**config.mk**
```make
export PLATFORM = sky130hd
export DESIGN_NAME = frame_number_periodic_start
export DESIGN_NICKNAME = d
export VERILOG_FILES = /design/src/fnps_pkg.sv /design/src/frame_if.sv /design/src/frame_remaining_timer.sv /design/src/frame_number_periodic_start.sv
export SDC_FILE = /design/constraint.sdc
export NUM_CORES = 1
export LEC_CHECK = 0
export BUFFER_PORTS_ARGS = -buffer_cell sky130_fd_sc_hd__clkbuf_2
export CORE_UTILIZATION = 45
export DETAILED_ROUTE_END_ITERATION = 16
export PLACE_DENSITY = 0.67
export SYNTH_ARGS = -nofsm -noshare
export SYNTH_HDL_FRONTEND = slang
export SYNTH_SLANG_ARGS = --single-unit
```
**constraint.sdc**
```tcl
create_clock -name clk -period 4.5 [get_ports clk]
set_input_delay 1.35 -clock clk [delete_from_list [all_inputs] [get_ports clk]]
set_output_delay 1.35 -clock clk [all_outputs]
set_load 0.02 [all_outputs]
```
**src/fnps_pkg.sv**
```systemverilog
package fnps_pkg;

  // ==========================================================
  // Register offsets from the memory base
  localparam logic [31:0] OFF_FRAME_INTERVAL = 32'h0000_0034;
  localparam logic [31:0] OFF_FRAME_REMAINING = 32'h0000_0038;
  localparam logic [31:0] OFF_FRAME_NUMBER = 32'h0000_003c;
  localparam logic [31:0] OFF_PERIODIC_THRESHOLD = 32'h0000_0040;

  // ==========================================================
  // Field widths and positions
  localparam int COUNT_W = 14;
  localparam int FRAME_COUNT_W = 16;
  localparam int FIELD_LSB = 0;
  localparam int LARGEST_PACKET_LSB = 16;
  localparam int LARGEST_PACKET_W = 15;
  localparam int TOGGLE_BIT = 31;

  // ==========================================================
  // Reset values and the frame number wrap point
  localparam logic [13:0] FRAME_INTERVAL_NOMINAL = 14'h2edf; // 11,999
  localparam logic [14:0] LARGEST_PACKET_RESET = 15'h0000;
  localparam logic [15:0] FRAME_NUMBER_RESET = 16'h0000;
  localparam logic [13:0] PERIODIC_THRESHOLD_RESET = 14'h0000;
  localparam logic [13:0] FRAME_REMAINING_RESET = 14'h0000;
  localparam logic [15:0] FRAME_NUMBER_MAX = 16'hffff;

  // ==========================================================
  // Frame start sequence
  typedef enum logic [1:0] {
    SEQ_IDLE,
    SEQ_SOF,
    SEQ_STORE,
    SEQ_FLAG
  } frame_seq_t;

endpackage : fnps_pkg

```
**src/frame_if.sv**
```systemverilog
`timescale 1ns/1ps

// ==========================================================
// Link between frame control and the remaining-time counter
interface frame_if;
  logic [13:0] interval;
  logic fit;
  logic run;
  logic tick;
  logic reload_req;
  logic [13:0] remaining;
  logic frt;
  logic boundary;

  modport timer (
    input interval,
    input fit,
    input run,
    input tick,
    input reload_req,
    output remaining,
    output frt,
    output boundary
  );

  modport ctrl (
    output interval,
    output fit,
    output run,
    output tick,
    output reload_req,
    input remaining,
    input frt,
    input boundary
  );
endinterface : frame_if

```
**src/frame_remaining_timer.sv**
```systemverilog
`timescale 1ns/1ps

// ==========================================================
// Bit-time down counter that marks frame boundaries
module frame_remaining_timer (
  input wire logic clk,
  input wire logic rst_n,
  frame_if.timer fif
);

  logic [13:0] next_remaining;
  logic next_frt;
  logic next_boundary;

  // Count down per bit time, reload from the interval at zero
  always_comb begin
    next_remaining = fif.remaining;
    next_frt = fif.frt;
    next_boundary = 1'b0;
    if (fif.reload_req) begin
      next_remaining = fif.interval;
      next_frt = fif.fit;
    end else if (fif.run && fif.tick) begin
      if (fif.remaining == '0) begin
        next_remaining = fif.interval;
        next_frt = fif.fit;
        next_boundary = 1'b1;
      end else begin
        next_remaining = fif.remaining - 14'h0001;
      end
    end
  end

  always_ff @(posedge clk or negedge rst_n) begin
    if (!rst_n) begin
      fif.remaining <= fnps_pkg::FRAME_REMAINING_RESET;
      fif.frt <= 1'b0;
      fif.boundary <= 1'b0;
    end else begin
      fif.remaining <= next_remaining;
      fif.frt <= next_frt;
      fif.boundary <= next_boundary;
    end
  end

endmodule : frame_remaining_timer

```
**src/frame_number_periodic_start.sv**
```systemverilog
`timescale 1ns/1ps


module frame_number_periodic_start (
  input wire logic clk,
  input wire logic rst_n,
  input wire logic [31:0] bar_base,
  input wire logic [31:0] mem_addr,
  input wire logic mem_wr,
  input wire logic mem_rd,
  input wire logic [31:0] mem_wdata,
  output logic [31:0] mem_rdata,
  output logic mem_ack,
  input wire logic bit_tick,
  input wire logic operational_state,
  input wire logic list_busy,
  input wire logic sof_done,
  input wire logic area_wr_ack,
  output logic sof_req,
  output logic area_wr_req,
  output logic [15:0] area_wr_data,
  output logic frame_start_flag,
  output logic desc_fetch_en,
  output logic periodic_priority
);

  // ==========================================================
  // Address decode
  function automatic logic reg_hit(input logic [31:0] addr,
                                   input logic [31:0] base,
                                   input logic [31:0] off);
    reg_hit = ((addr - base) == off);
  endfunction : reg_hit

  // ==========================================================
  // State
  logic [13:0] frame_interval;
  logic [14:0] largest_packet;
  logic fit;
  logic [15:0] frame_count;
  logic [13:0] periodic_threshold;
  logic oper_d;
  logic periodic_pending;
  fnps_pkg::frame_seq_t seq;

  logic [13:0] next_frame_interval;
  logic [14:0] next_largest_packet;
  logic next_fit;
  logic [15:0] next_frame_count;
  logic [13:0] next_periodic_threshold;
  logic next_periodic_pending;
  logic next_periodic_priority;
  fnps_pkg::frame_seq_t next_seq;
  logic next_sof_req;
  logic next_area_wr_req;
  logic [15:0] next_area_wr_data;
  logic next_frame_start_flag;
  logic next_desc_fetch_en;
  logic [31:0] next_mem_rdata;
  logic next_mem_ack;

  logic oper_entry;
  logic frame_begin;
  logic hit_interval;
  logic hit_remaining;
  logic hit_number;
  logic hit_threshold;

  frame_if fif ();

  frame_remaining_timer u_timer (
    .clk(clk),
    .rst_n(rst_n),
    .fif(fif)
  );

  // Inputs come from same-clock controller logic, so no synchronisers
  assign oper_entry = operational_state && !oper_d;
  assign frame_begin = fif.boundary || oper_entry;
  assign fif.interval = frame_interval;
  assign fif.fit = fit;
  assign fif.run = operational_state;
  assign fif.tick = bit_tick;
  assign fif.reload_req = oper_entry;

  assign hit_interval = reg_hit(mem_addr, bar_base,
                                fnps_pkg::OFF_FRAME_INTERVAL);
  assign hit_remaining = reg_hit(mem_addr, bar_base,
                                 fnps_pkg::OFF_FRAME_REMAINING);
  assign hit_number = reg_hit(mem_addr, bar_base,
                              fnps_pkg::OFF_FRAME_NUMBER);
  assign hit_threshold = reg_hit(mem_addr, bar_base,
                                 fnps_pkg::OFF_PERIODIC_THRESHOLD);

  // ==========================================================
  // Register file: writes and read mux
  always_comb begin
    next_frame_interval = frame_interval;
    next_largest_packet = largest_packet;
    next_fit = fit;
    next_periodic_threshold = periodic_threshold;
    next_mem_ack = mem_wr || mem_rd;
    next_mem_rdata = mem_rdata;
    // Reserved bits are dropped; software keeps them zero
    if (mem_wr && hit_interval) begin
      next_frame_interval = mem_wdata[13:0];
      next_largest_packet = mem_wdata[30:16];
      next_fit = mem_wdata[fnps_pkg::TOGGLE_BIT];
    end
    if (mem_wr && hit_threshold) begin
      next_periodic_threshold = mem_wdata[13:0];
    end
    if (mem_rd) begin
      next_mem_rdata = 32'h0000_0000; // Unmapped offsets read zero
      if (hit_interval) begin
        next_mem_rdata = {fit, largest_packet, 2'b00, frame_interval};
      end else if (hit_remaining) begin
        next_mem_rdata = {fif.frt, 17'h00000, fif.remaining};
      end else if (hit_number) begin
        next_mem_rdata = {18'h00000, frame_count[13:0]};
      end else if (hit_threshold) begin
        next_mem_rdata = {18'h00000, periodic_threshold};
      end
    end
  end

  // ==========================================================
  // Frame number counter
  always_comb begin
    next_frame_count = frame_count;
    if (frame_begin) begin
      // Hardware step wins over a same-cycle software write
      if (frame_count == fnps_pkg::FRAME_NUMBER_MAX) begin
        next_frame_count = '0;
      end else begin
        next_frame_count = frame_count + 16'h0001;
      end
    end else if (mem_wr && hit_number) begin
      next_frame_count = {2'b00, mem_wdata[13:0]};
    end
  end

  // ==========================================================
  // Frame start sequence: SOF, shared-area write, flag, fetch
  always_comb begin
    next_seq = seq;
    next_sof_req = sof_req;
    next_area_wr_req = area_wr_req;
    next_area_wr_data = area_wr_data;
    next_frame_start_flag = 1'b0;
    next_desc_fetch_en = desc_fetch_en;
    if (frame_begin) begin
      // A new frame restarts the sequence; fetch stays blocked
      next_seq = fnps_pkg::SEQ_SOF;
      next_sof_req = 1'b1;
      next_area_wr_req = 1'b0;
      next_desc_fetch_en = 1'b0;
    end else begin
      unique case (seq)
        fnps_pkg::SEQ_IDLE: begin
          next_desc_fetch_en = operational_state && desc_fetch_en;
        end
        fnps_pkg::SEQ_SOF: begin
          if (sof_done) begin
            next_sof_req = 1'b0;
            next_area_wr_req = 1'b1;
            next_area_wr_data = frame_count;
            next_seq = fnps_pkg::SEQ_STORE;
          end
        end
        fnps_pkg::SEQ_STORE: begin
          if (area_wr_ack) begin
            next_area_wr_req = 1'b0;
            next_frame_start_flag = 1'b1;
            next_seq = fnps_pkg::SEQ_FLAG;
          end
        end
        fnps_pkg::SEQ_FLAG: begin
          next_desc_fetch_en = 1'b1;
          next_seq = fnps_pkg::SEQ_IDLE;
        end
      endcase
    end
  end

  // ==========================================================
  // Periodic priority after the threshold
  always_comb begin
    next_periodic_pending = periodic_pending;
    next_periodic_priority = periodic_priority;
    if (frame_begin) begin
      next_periodic_pending = 1'b0;
      next_periodic_priority = 1'b0;
    end else begin
      if (operational_state && fif.remaining == periodic_threshold) begin
        next_periodic_pending = 1'b1;
      end
      // Running control or bulk work finishes first
      if ((next_periodic_pending) && !list_busy) begin
        next_periodic_priority = 1'b1;
      end
    end
  end

  // ==========================================================
  // Registers
  always_ff @(posedge clk or negedge rst_n) begin
    if (!rst_n) begin
      frame_interval <= fnps_pkg::FRAME_INTERVAL_NOMINAL;
      largest_packet <= fnps_pkg::LARGEST_PACKET_RESET;
      fit <= 1'b0;
      frame_count <= fnps_pkg::FRAME_NUMBER_RESET;
      periodic_threshold <= fnps_pkg::PERIODIC_THRESHOLD_RESET;
      oper_d <= 1'b0;
      periodic_pending <= 1'b0;
      periodic_priority <= 1'b0;
      seq <= fnps_pkg::SEQ_IDLE;
      sof_req <= 1'b0;
      area_wr_req <= 1'b0;
      area_wr_data <= 16'h0000;
      frame_start_flag <= 1'b0;
      desc_fetch_en <= 1'b0;
      mem_rdata <= 32'h0000_0000;
      mem_ack <= 1'b0;
    end else begin
      frame_interval <= next_frame_interval;
      largest_packet <= next_largest_packet;
      fit <= next_fit;
      frame_count <= next_frame_count;
      periodic_threshold <= next_periodic_threshold;
      oper_d <= operational_state;
      periodic_pending <= next_periodic_pending;
      periodic_priority <= next_periodic_priority;
      seq <= next_seq;
      sof_req <= next_sof_req;
      area_wr_req <= next_area_wr_req;
      area_wr_data <= next_area_wr_data;
      frame_start_flag <= next_frame_start_flag;
      desc_fetch_en <= next_desc_fetch_en;
      mem_rdata <= next_mem_rdata;
      mem_ack <= next_mem_ack;
    end
  end

endmodule : frame_number_periodic_start

```
; After elaboration in Yosys (flattened, before gate mapping)
; Index checks and enable logic that the tools add are counted.
; W data, S select, Z words.
[word_totals]
wordCells = 99
register_bits = 134
[op_classes]
addsub = 3
bitwise = 1
eq_ne = 11
muxes = 37
n_reduce_logical = 28
[op_table]
columns = cell, count
row1 = $eq A32 B6 Y1 const B, 3
row2 = $mux W14, 5
row3 = $mux W32, 2
row4 = $mux W16, 3
row5 = $eq A32 B7 Y1 const B, 1
row6 = $sub A32 B32 Y32, 1
row7 = $mux W1, 21
row8 = $add A16 B1 Y16 const B, 1
row9 = $eq A16 B16 Y1 const B, 1
row10 = $eq A14 B14 Y1, 1
row11 = $logic_not A14 Y1, 1
row12 = $sub A14 B1 Y14 const B, 1
row13 = $reduce_bool A2 Y1, 6
row14 = $reduce_and A3 Y1, 3
row15 = $logic_and A1 B1 Y1, 8
row16 = $mux W2, 3
row17 = $ne A3 B3 Y1 const B, 2
row18 = $pmux W2 S3, 1
row19 = $reduce_bool A3 Y1, 2
row20 = $eq A2 B2 Y1 const B, 2
row21 = $pmux W1 S2, 2
row22 = $reduce_and A2 Y1, 2
row23 = $reduce_bool A4 Y1, 1
row24 = $eq A2 B1 Y1 const B, 1
row25 = 4 further kinds, 6

; Depth between registers and ports, before layout
[depth]
depth_word = 7
ltp_mapped = 16
mapped_depth_nobuf = 13

; Modules after synthesis
; Synthesis repeated with hierarchy kept, for this count alone.
[hier_totals]
hier_cells = 1012
area_unflattened_um2 = 9369.0
[by_module_without_submodules]
columns = mod, instances, area_each_um2, seq_area_each_um2, cells_per_inst
row1 = frame_number_periodic_start, 1, 8341.8, 2916.5, 904
row2 = frame_remaining_timer, 1, 1027.2, 400.4, 108

; Worst setup path before layout
; OpenSTA, ideal clock, no wires.
[synth_path]
kind = in2reg
start = input port bar_base[7]
end = register fit (netlist: fif.fit)
arrival_ns = 4.635
cell_stages = 14
setup_slack_ns = -0.262
setup_time_ns = 0.128
n_path_buf = 1
cell_sequence = inv_1 -> ha_1 -> a21oi_2 -> o21a_1 -> o221ai_1 -> nor3_2 -> nor2_1 -> a211o_1 -> a2111oi_0 -> nand4b_1 -> or2_2 -> nor4_2 -> buf_4 -> mux2_1
[synth_via]
elab_chain_cells = 3
[synth_rtl]
columns = element, line
row1 = start: declaration, frame_number_periodic_start.sv:7  ; input wire logic [31:0] bar_base,
row2 = $sub A32 B32 Y32, frame_number_periodic_start.sv:32  ; reg_hit = ((addr - base) == off);
row3 = $eq A32 B6 Y1, frame_number_periodic_start.sv:32
row4 = $logic_and A1 B1 Y1, frame_number_periodic_start.sv:105  ; if (mem_wr && hit_interval) begin
row5 = end signal: assignment, frame_number_periodic_start.sv:228  ; fit <= next_fit;
row6 = end: declaration, frame_number_periodic_start.sv:39  ; logic fit;
; No other way between the ends.
; A chain may end at the register's enable or synchronous reset.

; Final worst setup path
[layout_path]
start = input port bar_base[1]
end = register largest_packet[7]
[layout_via]
elab_chain_cells = 3
[layout_rtl]
columns = element, line
row1 = $sub A32 B32 Y32, frame_number_periodic_start.sv:32
row2 = $eq A32 B6 Y1, frame_number_periodic_start.sv:32
row3 = $logic_and A1 B1 Y1, frame_number_periodic_start.sv:105
row4 = end signal: assignment, frame_number_periodic_start.sv:210  ; largest_packet <= fnps_pkg::LARGEST_PACKET_RESET;
row5 = end signal: assignment, frame_number_periodic_start.sv:227  ; largest_packet <= next_largest_packet;
row6 = end: declaration, frame_number_periodic_start.sv:38  ; logic [14:0] largest_packet;
; No other way between the ends.

==> flow_summary_export.csv <==
group,metric,value,unit
outcome,status,"finished, violations left",
outcome,violations,"negative setup slack",
global_route,grt_max_degree,74,
pwr,p_int,2.70,mW
clock_network,root_buffer,"clkbuf_16",
detailed_routing,drt-total-wl,25.6,mm
logic_synthesis,synth_flop_cell,"dfrtp_1",
global_route,antenna_found_initial,0,
sta,clock.fmax,0.217,GHz
worst_setup_path,path_cells,"buf_6, inv_4, ha_4, nor2b_4, buf_6, o2111ai_4, a211oi_4, nor3_4, buf_6, nor2_4, a211o_1, a2111oi_4, nand4b_1, or2_4, nor4_4, buf_6, clkbuf_16, mux2_1",
pwr,switching_share,0.359,
clock_network,clock_path_buffers,2,
detailed_routing,ant_nets,0,
clock_network,h-tree-depth,4,
floorplan,floorplan.initialDensity,0.465,
detailed_routing,drt_iter0_drc,663,
sta,period_needed,4.61,ns
worst_setup_path,crit_fanout,7,
pwr,finalPower,4.21,mW
worst_setup_path,worstSetupPathType,"in -> reg",
final_layout,diodes,0,
logic_synthesis,netlist_instances,974,
worst_setup_path,crit_path_frequent_cell,"buf_6",
final_layout,final_layout_size_suffix_gt1_frac,0.376,
final_layout,final_cell_area,0.0120,sq mm
global_route,grt_pass1_vias,8103,
final_layout,layout.nets,1394,
place,dp.cells,1482,
global_route,track_usage,0.251,
final_layout,finalNonFillerCells,1525,
detailed_routing,firstDrtPassIters,5,
pwr,p_seq_frac,0.356,
worst_setup_path,crit_slowest_cell,"a2111oi_4",
logic_synthesis,synth_edf_count,0,
floorplan,die_x,142,um
sta,hold_ws,0.483,ns
sta,rsz0062_at_grt,"true",
job,cap_violations,0,
logic_synthesis,yosysWarningCount,0,
sta,finalCritPeriodShare,1.02,
pwr,leakagePower,5.84,nW
global_route,overflow,0,
floorplan,rows,50,
logic_synthesis,yosysMostFrequentCell,"dfrtp_1",
worst_setup_path,slowest_delay,0.37,ns
sta,setup_slack,-0.111,ns
detailed_routing,vias,8534,
floorplan,ios,159,
floorplan,core_region_area,0.0190,sq mm
place,placement.io_buffers,154,
pwr,combPwrFrac,0.343,
sta,relSlewSlack,0.228,
clock_network,clock_latency,0.42,ns
detailed_routing,vias_per_cell,5.60,
worst_setup_path,crit_arrival,4.91,ns
logic_synthesis,synth.largest_area_cell,"dfrtp_1",
worst_setup_path,cp-start-kind,"input pin",
place,place.gp.congestion,0.917,
floorplan,die_area,0.0201,sq mm
place,dpl_cell_area,0.0110,sq mm
floorplan,die_h,142,um
logic_synthesis,async_flop_share,1.00,
logic_synthesis,synth_area_leaders,"dfrtp_1 (34%), mux2_1 (5.8%), ha_1 (5.3%)",
logic_synthesis,syn_area,0.00881,sq mm
clock_network,cts_sinks,132,
logic_synthesis,synth-seq-cells,132,
sta,tightest_slew,1.15,ns
final_layout,area_growth,36.6,%
sta,finalHoldViolCount,0,
pwr,p_clk_frac,0.301,
place,pre_cts_ws,-0.411,ns
detailed_routing,wl_per_cell,16.8,um
logic_synthesis,synth_cell_types,81,
pwr,vdd_drop_max,211,uV
logic_synthesis,avgSynthCellArea,9.05,sq um
worst_setup_path,cp.required,4.80,ns
place,hpwl,18.7,mm
logic_synthesis,synth_top_area_frac,0.344,
logic_synthesis,yosysSeqAreaShare,0.376,
clock_network,path_clk_slew,0.06,ns
clock_network,cts_tree,"yes",
global_route,grt_pass1_wl,40.1,mm
worst_setup_path,end_kind,"register",
pwr,power.switching,1.51,mW
min_path,hold_path_class,"reg -> reg",
sta,setup_viol,31,
sta,finClkSkew,0.0103,ns
logic_synthesis,synth_commonest_cells,"dfrtp_1 (121), a21oi_1 (83), nor2_1 (66)",
pwr,p_per_area,350,mW/mm^2
sta,slew_violations,0,
detailed_routing,drc,0,
clock_network,cts_buffers,17,
## logic make-up (layout without fill, tap and decap cells)
logic type,after synthesis,after routing,share of synthesized area
AO/OA/AOI/OAI,287,287,0.220
XOR/XNOR,30,30,0.0298
adder cells (fa/ha/maj),37,37,0.0525
buffers and inverters,110,400,0.0501
flip-flops,132,132,0.376
multiplexers,68,68,0.0862
other,1,2,0.000426
AND/OR/NAND/NOR,309,309,0.184
## worst max-delay path: cells and delay by family
kind,cells,cell delay (ns)
AO/OA/AOI/OAI,4,1.10
adder cells (fa/ha/maj),1,0.19
buffers and inverters,6,0.78
multiplexers,1,0.32
AND/OR/NAND/NOR,6,1.15
## placed cells by master, fill, tap and decap left out, types with 26 or more instances in the layout
cell / netlist / routed
clkbuf_2: 0 / 152
nor2_1: 66 / 62
dfrtp_1: 121 / 121
nand2_1: 63 / 63
buf_4: 6 / 148
nand3_1: 28 / 28
nor3_1: 45 / 43
inv_1: 55 / 54
mux2_4: 0 / 34
o21ai_0: 40 / 39
ha_1: 37 / 26
a21oi_1: 83 / 75
## area by class of cell
class | count | area [sq um]
repair buffers | 313 | 2090
flip-flops and latches | 132 | 3320
clock buffers | 20 | 457
multi-input cells | 733 | 5560
fillers | 1596 | 6920
well taps | 260 | 325
inverters | 55 | 209
clock inverters | 12 | 81.3
## worst paths after layout
check                                                      from                              endpoint  slack [ns]  cells after the start
setup reg to reg           u_timer.fif.remaining[4]$_DFFE_PN0P_  u_timer.fif.remaining[7]$_DFFE_PN0P_        0.91                      9
hold / removal                    largest_packet[0]$_DFFE_PN0P_             mem_rdata[16]$_DFFE_PN0P_        0.48                      1
hold reg to reg                   largest_packet[0]$_DFFE_PN0P_             mem_rdata[16]$_DFFE_PN0P_        0.48                      1
setup / recovery                                    bar_base[1]         largest_packet[7]$_DFFE_PN0P_       -0.11                     18
max in group asynchronous                                 rst_n          fif.interval[10]$_DFFE_PN1P_        2.62                      2
min in group asynchronous                                 rst_n        largest_packet[11]$_DFFE_PN0P_        1.00                      1
## through the flow
step / util / TNS [ns]
detailed placement: 0.579 / -25.46
finish: 0.635 / -2.16
floorplan: - / -0.532
CTS: 0.608 / 0
global placement: 0.579 / -23.64
global route: 0.635 / -3.82
## registers in the layout, summed over array words and instances, names as in the netlist, 2 cells and up
signal                 flops
area_wr_data              16
fif.interval              14
frame_count               16
largest_packet            15
mem_rdata                 30
periodic_threshold        14
seq                        2
u_timer.fif.remaining     14
## power by group through the flow
stage               logic, mW  clock network, mW  registers, mW
floorplan               0.832                  0           1.52
global placement         1.33                  0           1.50
detailed placement       1.36                  0           1.51
CTS                      1.37               1.28           1.49
global route             1.59               1.34           1.52
finish                   1.45               1.27           1.50
## layer usage
metal  vias up  global-route usage  routed length (um)
li1       4150                   -                   -
met1      4054               0.344               11600
met2       300               0.406               12000
met3        30              0.0511                1710
met4         0              0.0589                 324
met5         -                   0                   0
## repair_timing
| action | in CTS | in global routing |
|---|---|---|
| buffers inserted | 0 | 10 |
| endpoints found under the hold margin | 0 | 0 |
| endpoints found under the setup margin | 0 | 71 |
| hold buffers | 0 | 0 |
| resized for setup | 0 | 83 |
Note: power is estimated with default switching activity, not from simulation.
